$ cat src/inc/bst_pkg.sv
package bst_pkg;

    // ****************************************
    // sizes
    // ****************************************
    localparam int IR_W = 3;
    localparam int ID_W = 32;
    localparam int N_IO = 4;
    localparam int BSR_W = 2 * N_IO;
    localparam int LINK_W = 3;

    // ****************************************
    // instruction codes and fixed values
    // ****************************************
    localparam logic [IR_W-1:0] OP_EXTEST = 3'h0;
    localparam logic [IR_W-1:0] OP_IDCODE = 3'h1;
    localparam logic [IR_W-1:0] OP_SAMPLE = 3'h2;
    localparam logic [IR_W-1:0] OP_CLAMP = 3'h3;
    localparam logic [IR_W-1:0] OP_HIGHZ = 3'h4;
    localparam logic [IR_W-1:0] OP_BYPASS = 3'h7;
    localparam logic [IR_W-1:0] IR_CAPTURE = 3'h1;
    localparam logic [IR_W-1:0] IR_RESET = OP_IDCODE;
    localparam logic BYP_CAPTURE = 1'h0;
    // identification value is arbitrary, bit 0 kept at one
    localparam logic [ID_W-1:0] ID_CODE_DEF = 32'h0A5C_3E01;

    // ****************************************
    // types
    // ****************************************
    typedef enum logic [3:0] {
        TAP_TLR = 4'h0,
        TAP_RTI = 4'h1,
        TAP_SDS = 4'h2,
        TAP_CDR = 4'h3,
        TAP_SDR = 4'h4,
        TAP_E1D = 4'h5,
        TAP_PDR = 4'h6,
        TAP_E2D = 4'h7,
        TAP_UDR = 4'h8,
        TAP_SIS = 4'h9,
        TAP_CIR = 4'hA,
        TAP_SIR = 4'hB,
        TAP_E1I = 4'hC,
        TAP_PIR = 4'hD,
        TAP_E2I = 4'hE,
        TAP_UIR = 4'hF
    } bst_state_e;

    typedef struct packed {
        logic tck;
        logic tms;
        logic tdi;
    } bst_link_s;

    typedef struct packed {
        logic [N_IO-1:0] out;
        logic [N_IO-1:0] oe_n;
    } bst_pad_s;

endpackage : bst_pkg

$ cat src/hdl/bst_sync.sv
`timescale 1ns/1ns
module bst_sync
    import bst_pkg::*;
#(
    parameter int W = 1
)
(
    input wire logic clk,
    input wire logic rst_n,
    input wire logic [W-1:0] d,
    output logic [W-1:0] q
);

    logic [W-1:0] s1_reg;
    logic [W-1:0] s2_reg;
    logic [W-1:0] s3_reg;
    logic [W-1:0] q_reg;
    logic [W-1:0] q_next;
    wire logic [W-1:0] differ;

    // a bit only moves once the second and third stage agree
    assign differ = s2_reg ^ s3_reg;
    assign q_next = (s3_reg & ~differ) | (q_reg & differ);
    assign q = q_reg;

    always_ff @(posedge clk or negedge rst_n)
    begin
        if (!rst_n)
        begin
            s1_reg <= '0;
            s2_reg <= '0;
            s3_reg <= '0;
            q_reg <= '0;
        end
        else
        begin
            s1_reg <= d;
            s2_reg <= s1_reg;
            s3_reg <= s2_reg;
            q_reg <= q_next;
        end
    end

endmodule : bst_sync

$ cat src/hdl/bst_buf2.sv
`timescale 1ns/1ns
module bst_buf2
    import bst_pkg::*;
#(
    parameter int W = 8
)
(
    input wire logic clk,
    input wire logic rst_n,
    input wire logic in_valid,
    output logic in_ready,
    input wire logic [W-1:0] in_data,
    output logic out_valid,
    input wire logic out_ready,
    output logic [W-1:0] out_data
);

    logic [W-1:0] mem_reg [2];
    logic wr_reg;
    logic rd_reg;
    logic [1:0] cnt_reg;
    wire logic push;
    wire logic pop;

    assign in_ready = (cnt_reg != 2'h2);
    assign out_valid = (cnt_reg != 2'h0);
    assign push = in_valid & in_ready;
    assign pop = out_valid & out_ready;
    assign out_data = mem_reg[rd_reg];

    always_ff @(posedge clk or negedge rst_n)
    begin
        if (!rst_n)
        begin
            mem_reg[0] <= '0;
            mem_reg[1] <= '0;
            wr_reg <= 1'h0;
            rd_reg <= 1'h0;
            cnt_reg <= 2'h0;
        end
        else
        begin
            if (push)
                mem_reg[wr_reg] <= in_data;
            wr_reg <= wr_reg ^ push;
            rd_reg <= rd_reg ^ pop;
            cnt_reg <= cnt_reg + {1'h0, push} - {1'h0, pop};
        end
    end

endmodule : bst_buf2

$ cat src/hdl/bst_tap.sv
`timescale 1ns/1ns
module bst_tap
    import bst_pkg::*;
#(
    parameter logic [ID_W-1:0] ID_CODE = ID_CODE_DEF
)
(
    input wire logic clk,
    input wire logic arst_n,
    input wire logic test_clock_pin,
    input wire logic test_reset_pin_n,
    input wire logic test_mode_select,
    input wire logic test_serial_in,
    output logic test_serial_out,
    output logic test_serial_out_oe_n,
    input wire logic [N_IO-1:0] core_out,
    input wire logic [N_IO-1:0] pad_in,
    output logic [N_IO-1:0] pad_out,
    output logic [N_IO-1:0] pad_oe_n,
    output logic upd_valid,
    input wire logic upd_ready,
    output logic [BSR_W-1:0] upd_data,
    output logic upd_room
);

    // ****************************************
    // reset and pin sampling
    // ****************************************
    logic rst1_reg;
    logic rst_n_reg;
    wire logic tap_rst_n;
    bst_link_s link_in;
    bst_link_s link_f;
    logic [N_IO-1:0] pad_in_f;
    logic tck_prev_reg;
    wire logic rise;
    wire logic fall;

    always_ff @(posedge clk or negedge arst_n)
    begin
        if (!arst_n)
        begin
            rst1_reg <= 1'h0;
            rst_n_reg <= 1'h0;
        end
        else
        begin
            rst1_reg <= 1'h1;
            rst_n_reg <= rst1_reg;
        end
    end

    // test reset acts without the clock, so it joins the async reset
    assign tap_rst_n = rst_n_reg & test_reset_pin_n;

    assign link_in.tck = test_clock_pin;
    assign link_in.tms = test_mode_select;
    assign link_in.tdi = test_serial_in;

    bst_sync #(.W(LINK_W)) u_link_sync (
        .clk(clk),
        .rst_n(rst_n_reg),
        .d(link_in),
        .q(link_f)
    );

    bst_sync #(.W(N_IO)) u_pad_sync (
        .clk(clk),
        .rst_n(rst_n_reg),
        .d(pad_in),
        .q(pad_in_f)
    );

    // tms and tdi share the tck delay, so they line up with its edges
    assign rise = link_f.tck & ~tck_prev_reg;
    assign fall = ~link_f.tck & tck_prev_reg;

    // ****************************************
    // controller
    // ****************************************
    function automatic bst_state_e tap_next(bst_state_e s, logic tms);
        bst_state_e n;
        n = TAP_TLR;
        case (s)
            TAP_TLR: n = tms ? TAP_TLR : TAP_RTI;
            TAP_RTI: n = tms ? TAP_SDS : TAP_RTI;
            TAP_SDS: n = tms ? TAP_SIS : TAP_CDR;
            TAP_CDR: n = tms ? TAP_E1D : TAP_SDR;
            TAP_SDR: n = tms ? TAP_E1D : TAP_SDR;
            TAP_E1D: n = tms ? TAP_UDR : TAP_PDR;
            TAP_PDR: n = tms ? TAP_E2D : TAP_PDR;
            TAP_E2D: n = tms ? TAP_UDR : TAP_SDR;
            TAP_UDR: n = tms ? TAP_SDS : TAP_RTI;
            TAP_SIS: n = tms ? TAP_TLR : TAP_CIR;
            TAP_CIR: n = tms ? TAP_E1I : TAP_SIR;
            TAP_SIR: n = tms ? TAP_E1I : TAP_SIR;
            TAP_E1I: n = tms ? TAP_UIR : TAP_PIR;
            TAP_PIR: n = tms ? TAP_E2I : TAP_PIR;
            TAP_E2I: n = tms ? TAP_UIR : TAP_SIR;
            TAP_UIR: n = tms ? TAP_SDS : TAP_RTI;
            default: n = TAP_TLR;
        endcase
        return n;
    endfunction : tap_next

    bst_state_e state_reg;
    wire bst_state_e state_next;

    assign state_next = rise ? tap_next(state_reg, link_f.tms) : state_reg;

    // ****************************************
    // instruction and data registers
    // ****************************************
    logic [IR_W-1:0] ir_sr_reg;
    logic [IR_W-1:0] ir_reg;
    logic [ID_W-1:0] id_sr_reg;
    logic [BSR_W-1:0] bsr_sr_reg;
    logic [BSR_W-1:0] bsr_upd_reg;
    logic byp_reg;
    logic tdo_reg;
    logic tdo_oe_n_reg;
    bst_pad_s pad_reg;
    bst_pad_s pad_next;

    wire logic sel_bsr = (ir_reg == OP_EXTEST) || (ir_reg == OP_SAMPLE);
    wire logic sel_id = (ir_reg == OP_IDCODE);
    // codes without a register of their own fall back to bypass
    wire logic sel_byp = ~sel_bsr & ~sel_id;
    wire logic drive_bsr = (ir_reg == OP_EXTEST) || (ir_reg == OP_CLAMP);
    wire logic float_all = (ir_reg == OP_HIGHZ);

    wire logic cap_dr = rise && (state_reg == TAP_CDR);
    wire logic sh_dr = rise && (state_reg == TAP_SDR);
    wire logic cap_ir = rise && (state_reg == TAP_CIR);
    wire logic sh_ir = rise && (state_reg == TAP_SIR);
    wire logic upd_dr = fall && (state_reg == TAP_UDR);
    wire logic upd_ir = fall && (state_reg == TAP_UIR);
    wire logic in_shift = (state_reg == TAP_SDR) || (state_reg == TAP_SIR);

    wire logic [IR_W-1:0] ir_sr_next =
        cap_ir ? IR_CAPTURE :
        sh_ir ? {link_f.tdi, ir_sr_reg[IR_W-1:1]} : ir_sr_reg;
    wire logic [IR_W-1:0] ir_next =
        (state_reg == TAP_TLR) ? IR_RESET :
        upd_ir ? ir_sr_reg : ir_reg;
    wire logic [ID_W-1:0] id_next =
        (cap_dr && sel_id) ? ID_CODE :
        (sh_dr && sel_id) ? {link_f.tdi, id_sr_reg[ID_W-1:1]} : id_sr_reg;
    // both cells groups sample their own pins; no effect on the core
    wire logic [BSR_W-1:0] bsr_next =
        (cap_dr && sel_bsr) ? {pad_in_f, core_out} :
        (sh_dr && sel_bsr) ? {link_f.tdi, bsr_sr_reg[BSR_W-1:1]} : bsr_sr_reg;
    wire logic [BSR_W-1:0] bsr_upd_next = (upd_dr && sel_bsr) ? bsr_sr_reg : bsr_upd_reg;
    wire logic byp_next =
        (cap_dr && sel_byp) ? BYP_CAPTURE :
        (sh_dr && sel_byp) ? link_f.tdi : byp_reg;
    wire logic dr_bit = sel_bsr ? bsr_sr_reg[0] : (sel_id ? id_sr_reg[0] : byp_reg);
    wire logic tdo_next = fall ? ((state_reg == TAP_SIR) ? ir_sr_reg[0] : dr_bit) : tdo_reg;
    wire logic tdo_oe_n_next = fall ? ~in_shift : tdo_oe_n_reg;

    assign pad_next.out = drive_bsr ? bsr_upd_reg[N_IO-1:0] : core_out;
    assign pad_next.oe_n = {N_IO{float_all}};

    always_ff @(posedge clk or negedge tap_rst_n)
    begin
        if (!tap_rst_n)
        begin
            tck_prev_reg <= 1'h0;
            state_reg <= TAP_TLR;
            ir_sr_reg <= IR_RESET;
            ir_reg <= IR_RESET;
            id_sr_reg <= '0;
            bsr_sr_reg <= '0;
            bsr_upd_reg <= '0;
            byp_reg <= 1'h0;
            tdo_reg <= 1'h0;
            tdo_oe_n_reg <= 1'h1;
            pad_reg <= '0;
        end
        else
        begin
            tck_prev_reg <= link_f.tck;
            state_reg <= state_next;
            ir_sr_reg <= ir_sr_next;
            ir_reg <= ir_next;
            id_sr_reg <= id_next;
            bsr_sr_reg <= bsr_next;
            bsr_upd_reg <= bsr_upd_next;
            byp_reg <= byp_next;
            tdo_reg <= tdo_next;
            tdo_oe_n_reg <= tdo_oe_n_next;
            pad_reg <= pad_next;
        end
    end

    assign test_serial_out = tdo_reg;
    assign test_serial_out_oe_n = tdo_oe_n_reg;
    assign pad_out = pad_reg.out;
    assign pad_oe_n = pad_reg.oe_n;

    // ****************************************
    // update word stream
    // ****************************************
    // a word offered while both entries are full is dropped; upd_room warns
    bst_buf2 #(.W(BSR_W)) u_upd_buf (
        .clk(clk),
        .rst_n(rst_n_reg),
        .in_valid(upd_dr && sel_bsr),
        .in_ready(upd_room),
        .in_data(bsr_sr_reg),
        .out_valid(upd_valid),
        .out_ready(upd_ready),
        .out_data(upd_data)
    );

    // ****************************************
    // checks
    // ****************************************
    state_hold_a: assert property (@(posedge clk) disable iff (!tap_rst_n)
        !rise |=> $stable(state_reg)) else $error("state moved without tck rise");
    reset_ident_a: assert property (@(posedge clk) disable iff (!tap_rst_n)
        state_reg == TAP_TLR |=> ir_reg == OP_IDCODE) else $error("reset lost idcode");
    select_dr_a: assert property (@(posedge clk) disable iff (!tap_rst_n)
        rise && state_reg == TAP_SDS |=> state_reg == ($past(link_f.tms) ? TAP_SIS : TAP_CDR))
        else $error("bad select-dr step");
    exit1_dr_a: assert property (@(posedge clk) disable iff (!tap_rst_n)
        rise && state_reg == TAP_E1D |=> state_reg == ($past(link_f.tms) ? TAP_UDR : TAP_PDR))
        else $error("bad exit1-dr step");
    pause_dr_a: assert property (@(posedge clk) disable iff (!tap_rst_n)
        rise && state_reg == TAP_PDR && !link_f.tms |=> state_reg == TAP_PDR)
        else $error("pause-dr left on low");
    exit2_dr_a: assert property (@(posedge clk) disable iff (!tap_rst_n)
        rise && state_reg == TAP_E2D |=> state_reg == ($past(link_f.tms) ? TAP_UDR : TAP_SDR))
        else $error("bad exit2-dr step");
    update_dr_a: assert property (@(posedge clk) disable iff (!tap_rst_n)
        upd_dr && sel_bsr |=> bsr_upd_reg == $past(bsr_sr_reg))
        else $error("update latch missed");
    buf_push_a: assert property (@(posedge clk) disable iff (!tap_rst_n)
        upd_dr && sel_bsr && upd_room |=> upd_valid) else $error("update word lost");
    sel_ir_a: assert property (@(posedge clk) disable iff (!tap_rst_n)
        rise && state_reg == TAP_SIS |=> state_reg == ($past(link_f.tms) ? TAP_TLR : TAP_CIR))
        else $error("bad select-ir step");
    cap_ir_a: assert property (@(posedge clk) disable iff (!tap_rst_n)
        cap_ir |=> ir_sr_reg == IR_CAPTURE) else $error("capture-ir value wrong");
    ir_shift_a: assert property (@(posedge clk) disable iff (!tap_rst_n)
        sh_ir |=> ir_sr_reg[IR_W-1] == $past(link_f.tdi)) else $error("ir shift wrong");
    exit2_ir_a: assert property (@(posedge clk) disable iff (!tap_rst_n)
        rise && state_reg == TAP_E2I |=> state_reg == ($past(link_f.tms) ? TAP_UIR : TAP_SIR))
        else $error("bad exit2-ir step");
    upd_ir_a: assert property (@(posedge clk) disable iff (!tap_rst_n)
        upd_ir |=> ir_reg == $past(ir_sr_reg)) else $error("instruction not latched");
    dr_shift_a: assert property (@(posedge clk) disable iff (!tap_rst_n)
        sh_dr && sel_bsr |=> bsr_sr_reg[BSR_W-1] == $past(link_f.tdi))
        else $error("boundary shift wrong");
    bypass_decode_a: assert property (@(posedge clk) disable iff (!tap_rst_n)
        (ir_reg == OP_CLAMP || ir_reg == OP_HIGHZ || ir_reg == OP_BYPASS) |-> sel_byp)
        else $error("bypass not selected");
    cap_id_a: assert property (@(posedge clk) disable iff (!tap_rst_n)
        cap_dr && sel_id |=> id_sr_reg == ID_CODE) else $error("id code not loaded");
    byp_shift_a: assert property (@(posedge clk) disable iff (!tap_rst_n)
        sh_dr && sel_byp |=> byp_reg == $past(link_f.tdi)) else $error("bypass shift wrong");
    normal_pads_a: assert property (@(posedge clk) disable iff (!tap_rst_n)
        !drive_bsr ##1 !drive_bsr |=> pad_out == $past(core_out))
        else $error("pads not following core");
    highz_pads_a: assert property (@(posedge clk) disable iff (!tap_rst_n)
        float_all ##1 float_all |-> pad_oe_n == {N_IO{1'h1}}) else $error("highz pad driven");
    clamp_hold_a: assert property (@(posedge clk) disable iff (!tap_rst_n)
        (ir_reg == OP_CLAMP) [*2] |-> $stable(bsr_upd_reg)) else $error("clamp data moved");
    tdo_float_a: assert property (@(posedge clk) disable iff (!tap_rst_n)
        fall && !in_shift |=> test_serial_out_oe_n) else $error("tdo driven outside shift");
    tdo_drive_a: assert property (@(posedge clk) disable iff (!tap_rst_n)
        fall && in_shift |=> !test_serial_out_oe_n) else $error("tdo idle in shift");
    // test reset disables the checks above, so this one keys on the arst copy only
    trst_tlr_a: assert property (@(posedge clk) disable iff (!rst_n_reg)
        !test_reset_pin_n |-> state_reg == TAP_TLR) else $error("test reset ignored");

    ir_update_c: cover property (@(posedge clk) disable iff (!tap_rst_n) upd_ir);
    pause_ir_c: cover property (@(posedge clk) disable iff (!tap_rst_n) rise && state_reg == TAP_PIR);
    id_capture_c: cover property (@(posedge clk) disable iff (!tap_rst_n) cap_dr && sel_id);
    extest_drive_c: cover property (@(posedge clk) disable iff (!tap_rst_n)
        upd_dr && ir_reg == OP_EXTEST);
    buf_full_c: cover property (@(posedge clk) disable iff (!tap_rst_n) !upd_room);

endmodule : bst_tap

$ cat config.mk
export PLATFORM = sky130hd
export DESIGN_NAME = bst_tap
export DESIGN_NICKNAME = d
export VERILOG_FILES = /design/src/inc/bst_pkg.sv /design/src/hdl/bst_sync.sv /design/src/hdl/bst_buf2.sv /design/src/hdl/bst_tap.sv
export SDC_FILE = /design/constraint.sdc
export NUM_CORES = 1
export LEC_CHECK = 0
export ABC_AREA = 1
export BUFFER_PORTS_ARGS = -buffer_cell sky130_fd_sc_hd__buf_2
export CELL_PAD_IN_SITES_DETAIL_PLACEMENT = 2
export CELL_PAD_IN_SITES_GLOBAL_PLACEMENT = 2
export CORE_ASPECT_RATIO = 1.1
export CORE_MARGIN = 1
export CORE_UTILIZATION = 41
export DETAILED_ROUTE_END_ITERATION = 8
export GPL_TIMING_DRIVEN = 0
export PLACE_DENSITY = 0.89
export SLEW_MARGIN = 15
export SYNTH_ARGS = -nofsm -noshare
export SYNTH_HDL_FRONTEND = slang
export SYNTH_SLANG_ARGS = --single-unit
$ cat constraint.sdc
create_clock -name clk -period 4.9 [get_ports clk]
set_clock_uncertainty 0.2 [all_clocks]
set_input_delay 0.98 -clock clk [delete_from_list [all_inputs] [get_ports clk]]
set_output_delay 0.98 -clock clk [all_outputs]
set_load 0.1 [all_outputs]
==> Yosys cells after proc, flatten, opt, wreduce, memory -nomap -nowiden <==
Index checks and enable logic that the tools add are counted.
{ "totals": {"register_bits": 113, "latchBits": 0, "ram_bits": 0, "mem_bits_ro": 0, "in_bits": 15, "out_inout_bits": 20, "wordCells": 138, "memories": 0} }
{ "op_classes": {"addsub": 2, "multipliers": 0, "n_div": 0, "magnitude_cmp": 3, "eq_ne": 20, "shifts": 0, "n_mux": 33, "bitwise": 25, "n_reduce_logical": 28} }
{ "ops": {"columns": ["op", "n"], "rows": [
  ["32-bit two-way mux", 2],
  ["8-bit two-way mux", 6],
  ["4-bit one-hot mux with 12 select lines", 1],
  ["4-bit == test, second input constant", 8],
  ["4-bit two-way mux", 5],
  ["3-bit two-way mux", 6],
  ["16-bit bitwise mux", 1],
  ["4-bit by 3-bit == test with 1-bit output, second input constant", 4],
  ["1-bit logical AND", 14],
  ["2-bit nonzero test", 6],
  ["4-bit bitwise AND", 2],
  ["8-bit demux with 1-bit select", 1],
  ["4-bit by 2-bit == test with 1-bit output, second input constant", 2],
  ["1-bit two-way mux", 8],
  ["1-bit bitwise AND", 6],
  ["3-bit bitwise AND", 2],
  ["3-bit by 2-bit == test with 1-bit output, second input constant", 2],
  ["2-bit two-way mux", 3],
  ["1-bit inverter", 5],
  ["4-bit by 1-bit == test with 1-bit output, second input constant", 1],
  ["2-bit greater-or-equal comparator, second input constant", 2],
  ["4-bit logical NOT", 1],
  ["1-bit inverter with 2-bit output", 2],
  ["4-bit inverter", 1],
  ["16 further kinds", 20]
]} }

==> Logic depth before layout (Yosys ltp) <==
Gate-level depths: netlist of run 1.
{ "logic_depth": {"depth_word": 7, "depth_mapped": 9, "depth_no_buf": 9} }

==> By module <==
From an unflattened synthesis of run 1, not the netlist that was laid out.
{ "unflattened": {"hier_cells": 557, "area_unflattened_um2": 5013.6} }
{ "modules_own_cells": {"columns": ["mod", "instances", "cells_per_inst", "area_per_inst_um2", "seq_area_each_um2"], "rows": [
  ["bst_tap", 1, 386, 3240.6, 1630.3],
  ["bst_buf2", 1, 115, 958.4, 500.5],
  ["bst_sync at u_pad_sync", 1, 32, 465.4, 400.4],
  ["bst_sync at u_link_sync", 1, 24, 349.1, 300.3]
]} }

==> Worst setup path after synthesis of run 1 <==
No wires, ideal clock.
{ "synth_timing": {"kind": "register to output", "start": "register u_upd_buf.rd_reg", "end": "output port upd_data[5]", "arrival_ns": 2.833, "t_required_ns": 3.720, "path_slack_ns": 0.887, "path_stages_with_launch": 4, "path_buffers": 2, "path_cell_list": "dfrtp_1 clkbuf_1 clkbuf_1 o21ai_0"} }
{ "synth_via": {"elab_chain_cells": 4} }
{ "synth_rtl": {"columns": ["item", "line", "text"], "rows": [
  ["from (decl)", "bst_buf2.sv:20", "logic rd_reg;"],
  ["from (signal assigned)", "bst_buf2.sv:46", "rd_reg <= rd_reg ^ pop;"],
  ["1-bit inverter with 2-bit output (implied by the code)", "bst_buf2.sv:29", "assign out_data = mem_reg[rd_reg];"],
  ["8-bit two-way mux (implied by the code) (3 in series)", "bst_buf2.sv:29", null],
  ["to (decl)", "bst_tap.sv:22", "output logic [BSR_W-1:0] upd_data,"]
]} }
No other way between the ends. The select of a mux whose other input is x is not followed.

==> Worst setup path after layout of run 1 <==
{ "layout_timing": {"start": "register u_upd_buf.rd_reg", "end": "output port upd_data[2]"} }
The elaborated chain is that of the path after synthesis.

==> results of run 1 <==
==> cells by family (layout without fill, tap and decap cells) <==
| group | Yosys count | count (layout) |
|---|---|---|
| flip-flops | 113 | 113 |
| multiplexers | 2 | 2 |
| adder cells (fa/ha/maj) | 11 | 11 |
| other | 1 | 1 |
| AND/OR/NAND/NOR | 226 | 226 |
| AO/OA/AOI/OAI | 88 | 88 |
| buffers and inverters | 65 | 133 |
| XOR/XNOR | 3 | 3 |
==> cell type report <==
type | count | area, sq um | area share, %
timing repair buffer | 36 | 218 | 3.67
inverter | 47 | 179 | 3.01
clock inverter | 11 | 158 | 2.66
sequential | 113 | 2830 | 47.7
clock buffer | 21 | 480 | 8.10
buffer | 18 | 123 | 2.07
multi-input combinational | 331 | 1760 | 29.6
tap | 150 | 188 | 3.16
==> metrics by stage <==
step	instance area, sq um	setup WS (ns)
finish	5930	1.39
global route	5930	1.24
CTS	5930	1.38
detailed placement	5300	1.86
global placement	5250	0.435
floorplan	4890	0.887
==> per-layer routing <==
layer / vias to the layer above / global-route usage, %
met5: - / 0
met4: 0 / 14.3
met3: 42 / 6.53
met2: 82 / 54.9
met1: 2053 / 30.2
li1: 1737 / -
==> power groups by stage <==
stage                     registers, uW  clock network (uW)  logic, uW
final                              1110                1350        926
after global routing               1120                1400        978
after detailed placement           1120                   0        893
after floorplan                    1140                   0        677
after global placement             1110                   0        848
after CTS                          1110                1370        932
==> worst paths after layout <==
path                                          to  slack [ns]  cells past startpoint
min in group clk           u_link_sync.s2_reg[0]        0.14                      0
max                                  upd_data[2]        1.39                      5
min reg2reg                            async pin      -0.009                      0
min                                    async pin      -0.009                      0
max in group asynchronous              ir_reg[0]        3.59                      3
max reg2reg                 u_upd_buf.mem_reg[3]        1.64                      8
==> layout by cell type (no fill, tap or decap), types with 8 or more instances in the layout <==
master,instances
a21oi_1,11
nand2_1,157
buf_2,36
o21ai_2,20
o21ai_1,13
nor2_1,18
nand3_1,27
clkbuf_16,17
dfrtp_1,109
inv_1,38
inv_2,8
o21ai_0,38
==> results.rst, run 1 <==
.. list-table::
   :header-rows: 1

   * - Metric
     - Value
   * - Total number of placement rows
     - 41
   * - Total vias in the final route
     - 3,914
   * - Crit path top cell by count
     - clkbuf_1
   * - GRT Residual Overflow
     - 0
   * - PD cells
     - 571 nW/um^2
   * - Final Routed Wirelength
     - 16.1 mm
   * - Via count of the first global-routing pass
     - 4,588
   * - Antenna diodes
     - 0
   * - Number of CTS-inserted buffers
     - 17
   * - Count of filler cells inserted in the layout
     - 1,203
   * - Adder-Cell Fraction of Synth Area
     - 2.46%
   * - DRT Pass-1 Iters
     - 5
   * - Yosys reg bits
     - 113
   * - Number of H-tree branching levels
     - 4
   * - Cell-by-cell trace of the critical path
     - clkbuf_1 -> clkbuf_1 -> nand2_1 -> o21ai_0 -> buf_2
   * - Share of flip-flops with an asynchronous set or reset after synthesis
     - 100%
   * - Number of buffers inserted by hold repair at cts
     - 0
   * - Failing checks
     - negative hold slack
   * - Number of top-level pins
     - 35
   * - Routed length on met3
     - 483 um
   * - Top cells by count, synth
     - 157 x nand2_1, 110 x dfrtp_1, 39 x inv_1
   * - Yosys cell types
     - 35
   * - Switching power
     - 1280 uW
   * - Share of power burned in the clock network
     - 39.9%
   * - Part of the Yosys area used for sequential elements
     - 57.9%
   * - Antenna violation net count after detailed routing
     - 0
   * - Main combinational cell family by area after synthesis
     - simple AND/OR/NAND/NOR gates
   * - Simple-gate area share of the yosys netlist
     - 21.5%
   * - Post-synth EDFFs
     - 0
   * - Total of endpoints with negative setup slack in the final report
     - 0
   * - Xor-xnor portion of the synthesized cell area
     - 0.538%
   * - Slew @ Worst Pin
     - 0.777 ns
   * - Max Transition Viols Final
     - 0
   * - Combinational Power Share
     - 27.3%
   * - Total global routing track utilization
     - 28.9%
   * - Post-cts resize count
     - 0
   * - Met1 Routed Length
     - 6.10 mm
   * - Number of violations reported at the end of detailed-routing iteration 0
     - 151
   * - Cell area after synthesis
     - 4890 sq um
   * - WL per Instance
     - 22.2 um
   * - Final hold viol count
     - 8
   * - Remaining routing DRC violations
     - 0
   * - Area of the placeable core
     - 11,500 sq um
   * - Clk Tree Root Cell
     - clkbuf_16
   * - Maximum number of pins on one net before global-route repair
     - 61
   * - Synthesis-to-layout area growth
     - 21.4%
   * - Worst min-delay path class
     - reg -> async
   * - Later-pin clock latency in the skew report
     - 0.43 ns
   * - Top_reg_cell synth
     - dfrtp_1
   * - Non-Filler Instances
     - 727
   * - Global-route wire length before repair
     - 25.7 mm
   * - Via-per-instance ratio
     - 5.38
   * - Area of the die
     - 12,400 sq um
   * - Dpl cells
     - 695
   * - Data required time of the critical path
     - 3.72 ns
   * - Post-synthesis average cell area
     - 9.60 sq um
   * - Syn. warnings
     - 0
   * - Maximum fanout encountered on the critical timing path
     - 10
   * - Leakage power figure
     - 0.00297 uW
   * - # nets final
     - 583
   * - Die width
     - 106 um
   * - Hold Slack
     - -0.00896 ns
   * - Number of flip-flops under the largest register name
     - 32
   * - Fraction of final layout cells with drive strength greater than 1
     - 23.2%
   * - Most area-consuming cells after synthesis
     - dfrtp_1 56%, nand2_1 12%, o21ai_0 3.9%
   * - Start point of the critical path
     - u_upd_buf.rd_reg
   * - Outcome
     - complete, but fails checks
   * - Setup repair after global routing missed its margin
     - false
   * - Sequential share of power
     - 32.8%
   * - Final critical path time including I/O delays and setup
     - 3.51 ns
   * - Beginning of the worst register-to-register path
     - tck_prev_reg
   * - Maximum vdd drop
     - 0.303 mV
   * - Worst slew margin relative to its limit
     - 48.2%
   * - Detailed Place HPWL
     - 9.21 mm
   * - Area share of the largest cell type after synthesis
     - 56.3%
   * - Antenna violations before repair
     - 0
   * - Kind of launch point of the worst setup path
     - flip-flop
   * - Routed length on met2
     - 8.99 mm
   * - Power Internal
     - 2110 uW
   * - Clock Sinks
     - 113
   * - Category of the worst setup path capture point
     - primary output
   * - Synth area leader
     - dfrtp_1
   * - Sw frac
     - 37.6%
   * - Max-cap check violation count
     - 0
   * - Gpl congestion
     - 0.812
   * - TritonCTS clock tree
     - built
   * - Largest buffer count on any clock path
     - 2
   * - Syn nets
     - 528
   * - Number of cells produced by synthesis
     - 509
   * - Maximum clock frequency
     - 0.285 GHz
   * - Clock input transition at the sequential cells of the worst setup and hold paths
     - 0.06 ns
   * - Count of input and output buffers
     - 34
   * - Share of the core filled with cells
     - 51.4%
   * - Synthesized-area fraction occupied by ao, oa, aoi and oai cells
     - 10.9%
   * - Chip height
     - 117 um
   * - Share of the cycle needed by the critical path after routing
     - 71.5%
   * - Post-CTS Setup Inserts
     - 0
   * - Critical path's largest stage delay
     - 0.48 ns
   * - Share of synthesized area spent on multiplexers
     - 0.461%
   * - Combined buffer and inverter count along the critical path
     - 3
   * - Highest signal layer in the routed design
     - met4
   * - Slowest cell on crit path
     - buf_2
   * - Start-to-end type of the worst setup path
     - reg -> out
   * - Total design power
     - 3390 uW
   * - Crit path max-delay family
     - buffers and inverters
   * - Leading cell type by number of instances after synthesis
     - nand2_1
   * - Initial core utilization
     - 42.3%
   * - Arrival time of data at the critical path endpoint
     - 2.33 ns
   * - Summed negative setup slack over all endpoints
     - 0 ns
Power figures use the tool's default switching activity.
==> run 2, diff against run 1 <==
--- a/config.mk
+++ b/config.mk
@@ -11,10 +11,10 @@
 export CELL_PAD_IN_SITES_GLOBAL_PLACEMENT = 2
 export CORE_ASPECT_RATIO = 1.1
 export CORE_MARGIN = 1
-export CORE_UTILIZATION = 41
+export CORE_UTILIZATION = 34
 export DETAILED_ROUTE_END_ITERATION = 8
 export GPL_TIMING_DRIVEN = 0
-export PLACE_DENSITY = 0.89
+export PLACE_DENSITY = 0.79
 export SLEW_MARGIN = 15
 export SYNTH_ARGS = -nofsm -noshare
 export SYNTH_HDL_FRONTEND = slang
==> constraint.sdc (replaced) <==
create_clock -name clk -period 2.9 [get_ports clk]
set_clock_uncertainty 0.2 [all_clocks]
set_input_delay 0.58 -clock clk [delete_from_list [all_inputs] [get_ports clk]]
set_output_delay 0.58 -clock clk [all_outputs]
set_load 0.1 [all_outputs]
==> run 2 against run 1 <==
The flow now finishes without violations. Non-clock buffer count up 6. Largest power group unchanged. Clock power rose by 69%. First-iteration DRC count shrank 34%. Sequential share of layout area fell by 0.96 points. Critical endpoint is now upd_data[5]. Via count shrank 4.6%. Worst hold slack gained 0.065 ns.
==> results.rst, run 2 (same netlist as run 1, synthesis figures left out) <==
.. list-table::
   :header-rows: 1

   * - Metric
     - Value
   * - Worst min-delay path class
     - in -> reg
   * - Critical path's largest stage delay
     - 0.45 ns (-0.03 ns)
   * - Antenna diodes
     - 0 (unchanged)
   * - Category of the worst setup path capture point
     - primary output
   * - Power Internal
     - 3570 uW (+69%)
   * - Detailed Place HPWL
     - 8.85 mm (-3.9%)
   * - Remaining routing DRC violations
     - 0 (unchanged)
   * - Clock Sinks
     - 113 (unchanged)
   * - Slowest cell on crit path
     - buf_2
   * - Max-cap check violation count
     - 0 (unchanged)
   * - Total vias in the final route
     - 3,735 (-4.6%)
   * - Kind of launch point of the worst setup path
     - flip-flop
   * - Start-to-end type of the worst setup path
     - reg -> out
   * - Most common cell after layout, fill and taps aside
     - nand2_1
   * - GRT Residual Overflow
     - 0 (unchanged)
   * - Later-pin clock latency in the skew report
     - 0.43 ns (about the same)
   * - Clock input transition at the sequential cells of the worst setup and hold paths
     - 0.06 ns (about the same)
   * - Antenna violations before repair
     - 0 (unchanged)
   * - Sequential share of power
     - 32.9% (about the same)
   * - PD cells
     - 931 nW/um^2 (+63%)
   * - Total number of placement rows
     - 45 (+9.8%)
   * - Clk Tree Root Cell
     - clkbuf_16
   * - Die width
     - 116 um (+9.6%)
   * - Share of the core filled with cells
     - 43.5% (-7.9 points)
   * - Combined buffer and inverter count along the critical path
     - 3 (unchanged)
   * - Final Routed Wirelength
     - 13.0 mm (-19%)
   * - Via count of the first global-routing pass
     - 4,242 (-7.5%)
   * - Maximum number of pins on one net before global-route repair
     - 37 (-39%)
   * - Total of endpoints with negative setup slack in the final report
     - 0 (unchanged)
   * - # nets final
     - 589 (+1.0%)
   * - Number of violations reported at the end of detailed-routing iteration 0
     - 99 (-34%)
   * - Leakage power figure
     - 0.00299 uW (+0.85%)
   * - Max Transition Viols Final
     - 0 (unchanged)
   * - Number of H-tree branching levels
     - 4 (unchanged)
   * - Setup repair after global routing missed its margin
     - false
   * - Crit path max-delay family
     - buffers and inverters
   * - Combinational Power Share
     - 26.7% (-0.6 points)
   * - Data required time of the critical path
     - 2.12 ns (-1.60 ns)
   * - Top library cells by usage in the layout, fill and taps aside
     - 157 x nand2_1, 109 x dfrtp_1, 38 x inv_1, 38 x o21ai_0, 35 x buf_2
   * - Total design power
     - 5640 uW (+66%)
   * - Worst slew margin relative to its limit
     - 56.5% (+8.3 points)
   * - Maximum clock frequency
     - 0.367 GHz
   * - Sw frac
     - 36.7% (-0.90 points)
   * - Area of the die
     - 14,900 sq um (+20%)
   * - Slew @ Worst Pin
     - 0.652 ns (-0.125 ns)
   * - Share of power burned in the clock network
     - 40.4% (+0.5 points)
   * - Synthesis-to-layout area growth
     - 23.9%
   * - Via-per-instance ratio
     - 4.84 (-10%)
   * - DRT Pass-1 Iters
     - 4 (-1)
   * - Number of flip-flops under the largest register name
     - 32 (unchanged)
   * - Largest buffer count on any clock path
     - 2 (unchanged)
   * - Total global routing track utilization
     - 19.7% (-9.2 points)
   * - Share of the cycle needed by the critical path after routing
     - 93.8%
   * - Chip height
     - 128 um (+9.6%)
   * - Number of top-level pins
     - 35 (unchanged)
   * - Outcome
     - completed
   * - Initial core utilization
     - 35.1% (-7.2 points)
   * - Antenna violation net count after detailed routing
     - 0 (unchanged)
   * - Count of input and output buffers
     - 34 (unchanged)
   * - Area of the placeable core
     - 13,900 sq um (+20%)
   * - Switching power
     - 2070 uW (+62%)
   * - Fraction of final layout cells with drive strength greater than 1
     - 24.0% (+0.79 points)
   * - Gpl congestion
     - 0.828 (+2.0%)
   * - Final hold viol count
     - 0 (-8)
   * - WL per Instance
     - 16.9 um (-24%)
   * - Cell-by-cell trace of the critical path
     - clkbuf_1 -> clkbuf_2 -> nand2_1 -> o21ai_0 -> buf_2
   * - Maximum vdd drop
     - 0.470 mV (+55%)
   * - Final critical path time including I/O delays and setup
     - 2.72 ns
   * - Global-route wire length before repair
     - 21.7 mm (-16%)
   * - Maximum fanout encountered on the critical timing path
     - 10 (unchanged)
   * - Number of CTS-inserted buffers
     - 17 (unchanged)
   * - Arrival time of data at the critical path endpoint
     - 1.94 ns (-0.39 ns)
   * - TritonCTS clock tree
     - built
-- run 2: cell count changes in the layout (fill, tap and decap cells not counted), moves of 2 or more --
| cell | change |
|---|---|
| clkinv_2 | -4 |
| clkbuf_1 | -3 |
| clkbuf_2 | +3 |
| clkinv_4 | +3 |
| dlygate4sd3_1 | +3 |
| buf_12 | +2 |
| buf_4 | +2 |
| clkinvlp_4 | +2 |
-- run 2: routing by layer --
layer  global-route usage [%]  vias up  wire, um
li1                         -     1749         -
met1                     22.3     1918      5340
met2                     34.7       42      7060
met3                     4.16       26       297
met4                     9.88        0       325
met5                        0        -         0
-- run 2: layout make-up --
type                       instances  area, sq um
fill                            1495         7850
sequential                       113         2830
multi-input combinational        331         1760
clock buffer                      20          467
timing repair buffer              42          278
tap                              188          235
clock inverter                    12          180
inverter                          47          180
buffer                            18          126
-- run 2: repair_timing --
item / in CTS / in global routing
setup buffers: 2 / 0
pin swaps: 1 / 0
endpoints found under the hold margin: 25 / 0
setup endpoints to repair: 15 / 22
gates resized for setup: 0 / 7
hold buffers: 3 / 0
-- run 2: worst reg2reg max path, cell delays in order (launching register included) --
cell      delay, ns
dfrtp_1        0.50
inv_1          0.11
nor2_2         0.24
nand4_1        0.15
buf_4          0.19
a21oi_1        0.26
ha_1           0.38
clkbuf_2       0.31
nor2_1         0.10
a21oi_1        0.16
-- run 2: worst paths after layout --
kind / cells past startpoint / to / slack, ns / start
setup reg to reg: 9 / u_upd_buf.mem_reg[6] / 0.21 / state_reg[3]
max in group asynchronous: 6 / ir_sr_reg[0] / 1.28 / test_reset_pin_n
setup / recovery: 5 / upd_data[5] / 0.18 / u_upd_buf.rd_reg
hold reg to reg: 1 / async pin / 0.08 / rst_n_reg
min in group asynchronous: 1 / async pin / 0.08 / rst_n_reg
hold / removal: 1 / u_link_sync.s1_reg[1] / 0.06 / test_mode_select
-- run 2: metrics by stage --
stage / setup slack (ns) / setup TNS, ns / std cells / hold WS (ns) / cell area [sq um]
after floorplan: -0.713 / -4.48 / 509 / 0.0844 / 4890
after global placement: -0.526 / -32.48 / 731 / 0.132 / 5300
after detailed placement: -0.135 / -0.880 / 734 / -0.0317 / 5360
after CTS: 0.00648 / 0 / 771 / 0.0382 / 6050
after global routing: 0.0189 / 0 / 771 / 0.0477 / 6060
final: 0.179 / 0 / 771 / 0.0564 / 6060
-- run 2: power by group through the flow --
stage                     Combinational (uW)  Sequential (uW)  Clock (uW)
final                                   1510             1850        2280
after CTS                               1520             1860        2320
after global routing                    1610             1880        2380
after detailed placement                1500             1880           0
after global placement                  1430             1880           0
after floorplan                         1150             1920           0
==> run 3, diff against run 2 <==
--- a/config.mk
+++ b/config.mk
@@ -11,11 +11,13 @@
 export CELL_PAD_IN_SITES_GLOBAL_PLACEMENT = 2
 export CORE_ASPECT_RATIO = 1.1
 export CORE_MARGIN = 1
-export CORE_UTILIZATION = 34
+export CORE_UTILIZATION = 35
+export CTS_BUF_LIST = sky130_fd_sc_hd__clkbuf_4
 export DETAILED_ROUTE_END_ITERATION = 8
 export GPL_TIMING_DRIVEN = 0
-export PLACE_DENSITY = 0.79
+export PLACE_DENSITY = 0.82
 export SLEW_MARGIN = 15
 export SYNTH_ARGS = -nofsm -noshare
 export SYNTH_HDL_FRONTEND = slang
+export SYNTH_HIERARCHICAL = 1
 export SYNTH_SLANG_ARGS = --single-unit
==> run 3 against run 2 <==
Register-to-register slack better by 0.12 ns. First-iteration DRC count increased by 4.0%. Cell area shrank 3.8%. Non-clock buffer count increased by 5. Cell count increased by 6.7%. Critical endpoint is now upd_data[1]. Area after synthesis rose by 2.6%.
==> results.rst, run 3 <==
.. list-table::
   :header-rows: 1

   * - Metric
     - Value
   * - Synthesis-to-layout area growth
     - 16.2%
   * - Yosys reg bits
     - 113 (unchanged)
   * - Top cells by count, synth
     - 207 x nand2_1, 110 x dfrtp_1, 57 x inv_1
   * - Worst slew margin relative to its limit
     - 47.3% (-9.3 points)
   * - Final critical path time including I/O delays and setup
     - 2.69 ns (-0.0269 ns)
   * - Via-per-instance ratio
     - 4.81 (-0.80%)
   * - Number of top-level pins
     - 35 (unchanged)
   * - Part of the Yosys area used for sequential elements
     - 56.5% (-1.5 points)
   * - Yosys cell types
     - 34 (-2.9%)
   * - Placement-stage cell area
     - 5460 sq um (+2.0%)
   * - Final Routed Wirelength
     - 13.3 mm (+2.3%)
   * - Most area-consuming cells after synthesis
     - dfrtp_1 55%, nand2_1 15%, inv_1 4.3%
   * - WL per Instance
     - 16.2 um (-4.2%)
   * - Die width
     - 116 um (-0.17%)
   * - Synth area leader
     - dfrtp_1
   * - Final hold viol count
     - 0 (unchanged)
   * - Kind of launch point of the worst setup path
     - flip-flop
   * - Arrival time of data at the critical path endpoint
     - 1.91 ns (-0.03 ns)
   * - Detailed Place HPWL
     - 9.50 mm (+7.4%)
   * - Initial core utilization
     - 36.1% (+0.91 points)
   * - Crit path top cell by count
     - buf_6
   * - Area of the die
     - 14,800 sq um (-0.34%)
   * - Fraction of final layout cells with drive strength greater than 1
     - 20.8% (-3.2 points)
   * - Maximum fanout encountered on the critical timing path
     - 10 (unchanged)
   * - Dpl ws
     - 0.340 ns (+0.476 ns)
   * - Category of the worst setup path capture point
     - primary output
   * - Critical path's largest stage delay
     - 0.49 ns (+0.04 ns)
   * - Hold Slack
     - 0.00294 ns (-0.0535 ns)
   * - Number of CTS-inserted buffers
     - 17 (unchanged)
   * - Slack of the worst reg-to-reg path
     - 0.33 ns (+0.12 ns)
   * - Chip height
     - 128 um (-0.17%)
   * - Cell-by-cell trace of the critical path
     - buf_6 -> buf_6 -> nand2_1 -> o21ai_0 -> buf_2
   * - Clock input transition at the sequential cells of the worst setup and hold paths
     - 0.12 ns (+0.06 ns)
   * - Clock Sinks
     - 113 (unchanged)
   * - Clk Tree Root Cell
     - clkbuf_4
   * - Post-synthesis average cell area
     - 9.00 sq um (-6.3%)
   * - Data required time of the critical path
     - 2.12 ns (about the same)
   * - Leakage power figure
     - 0.00299 uW (about the same)
   * - PD cells
     - 779 nW/um^2 (-16%)
   * - Start-to-end type of the worst setup path
     - reg -> out
   * - Dpl cells
     - 781 (+6.4%)
   * - Slew @ Worst Pin
     - 0.789 ns (+0.137 ns)
   * - Share of flip-flops with an asynchronous set or reset after synthesis
     - 100% (unchanged)
   * - Total design power
     - 4540 uW (-19%)
   * - Cell area after synthesis
     - 5010 sq um (+2.6%)
   * - Maximum vdd drop
     - 0.569 mV (+21%)
   * - Area of the placeable core
     - 13,900 sq um (unchanged)
   * - Max Transition Viols Final
     - 0 (unchanged)
   * - Top library cells by usage in the layout, fill and taps aside
     - 207 x nand2_1, 109 x dfrtp_1, 56 x inv_1, 38 x o21ai_0, 35 x buf_2
   * - Worst r2r path cells
     - 9 (unchanged)
   * - Total vias in the final route
     - 3,955 (+5.9%)
   * - Area of all placed cells without fillers
     - 5830 sq um (-3.8%)
   * - Share of the cycle needed by the critical path after routing
     - 92.9% (-0.93 points)
   * - GRT Residual Overflow
     - 0 (unchanged)
   * - Largest buffer count on any clock path
     - 2 (unchanged)
   * - Crit path max-delay family
     - buffers and inverters
   * - Combined buffer and inverter count along the critical path
     - 3 (unchanged)
   * - Gpl congestion
     - 0.854 (+3.2%)
   * - TritonCTS clock tree
     - built
   * - Top_reg_cell synth
     - dfrtp_1
   * - Antenna violations before repair
     - 1 (+1)
   * - Number of H-tree branching levels
     - 4 (unchanged)
   * - DRT Pass-1 Iters
     - 4 (unchanged)
   * - Slowest cell on crit path
     - buf_2
   * - Post-synth EDFFs
     - 0 (unchanged)
   * - Outcome
     - completed
   * - Area share of the largest cell type after synthesis
     - 54.9% (-1.4 points)
   * - Syn. warnings
     - 6 (+6)
   * - Number of cells produced by synthesis
     - 557 (+9.4%)
   * - Total number of placement rows
     - 45 (unchanged)
   * - Setup repair after global routing missed its margin
     - false
   * - Later-pin clock latency in the skew report
     - 0.56 ns (+0.13 ns)
   * - Total of endpoints with negative setup slack in the final report
     - 0 (unchanged)
   * - Global-route wire length before repair
     - 22.8 mm (+4.7%)
   * - Maximum number of pins on one net before global-route repair
     - 35 (-5.4%)
   * - Most common cell after layout, fill and taps aside
     - nand2_1
   * - Number of flip-flops under the largest register name
     - 32 (unchanged)
   * - Worst Setup Slack, final
     - 0.206 ns (+0.0269 ns)
   * - Leading cell type by number of instances after synthesis
     - nand2_1
   * - Via count of the first global-routing pass
     - 4,591 (+8.2%)
   * - Count of input and output buffers
     - 34 (unchanged)
   * - Syn nets
     - 576 (+9.1%)
   * - Number of violations reported at the end of detailed-routing iteration 0
     - 103 (+4.0%)
   * - Total global routing track utilization
     - 20.5% (+0.77 points)
   * - Antenna violation net count after detailed routing
     - 0 (unchanged)
   * - Max-cap check violation count
     - 0 (unchanged)
   * - Maximum clock frequency
     - 0.371 GHz (+1.0%)
   * - Reg-to-reg endpoint
     - u_upd_buf/mem_reg[12]
   * - # nets final
     - 640 (+8.7%)
   * - Remaining routing DRC violations
     - 0 (unchanged)
   * - Non-Filler Instances
     - 823 (+6.7%)
   * - Beginning of the worst register-to-register path
     - ir_reg[2]
   * - Worst min-delay path class
     - reg -> async
-- run 3: stage by stage --
stage,util (%),setup TNS (ns)
finish,41.9,0
global route,41.9,0
CTS,41.9,0
detailed placement,39.3,0
global placement,39.0,-33.98
floorplan,-,-1.92
-- run 3: cell families after synthesis --
logic type | share of synthesized area [%]
AND/OR/NAND/NOR | 23.5
adder cells (fa/ha/maj) | 0.998
AO/OA/AOI/OAI | 10.4
buffers and inverters | 8.56
other | 0.0748
flip-flops | 56.5
-- run 3: per-layer routing --
| metal | track usage, % | routed length, um | up-vias |
|---|---|---|---|
| met4 | 7.62 | 195 | 0 |
| met1 | 23.7 | 5680 | 2013 |
| li1 | - | - | 1870 |
| met5 | 0 | 0 | - |
| met2 | 35.9 | 7150 | 50 |
| met3 | 5.50 | 306 | 22 |
-- run 3: area by class of cell --
cell class | instances | area, sq um
diodes | 1 | 2.50
plain buffers | 20 | 191
clock buffers | 18 | 135
clock inverters | 14 | 136
fillers | 1581 | 8080
inverters | 62 | 241
multi-input cells | 362 | 1750
flip-flops and latches | 113 | 2830
well taps | 188 | 235
repair buffers | 45 | 300
-- run 3: worst register-to-register path: stages, from the launching register on --
cell and delay (ns):
dfrtp_1 0.44, nor2_1 0.40, nand4_1 0.32, inv_1 0.26, nand2_1 0.11, inv_1 0.09, ha_1 0.32, buf_6 0.19
nand2_1 0.06, o21ai_0 0.09
-- run 3: power by group --
part	internal (uW)	switching, uW	total, uW
combinational	358	1220	1580
clock	444	691	1130
sequential	1730	102	1830
total	2530	2010	4540
-- run 3: worst max-delay path by stage --
stage | slack (ns) | cells after the start | endpoint | from
3_3_place_gp | -0.55 | 2 | pad_out[2] | rst_n_reg
2_1_floorplan | -0.48 | 2 | upd_data[0] | u_upd_buf/rd_reg
3_5_place_dp | 0.34 | 9 | u_upd_buf/mem_reg[12] | flip-flop
6_report | 0.21 | 5 | upd_data[1] | u_upd_buf/rd_reg
5_1_grt | 0.02 | 10 | u_upd_buf/mem_reg[12] | tck_prev_reg
4_1_cts | 0.11 | 5 | upd_data[1] | u_upd_buf/rd_reg
-- run 3: repair_timing --
item,4_1_cts,5_1_grt
buffers inserted,0,0
gates resized for setup,0,0
hold buffers,9,0
endpoints found under the hold margin,39,0
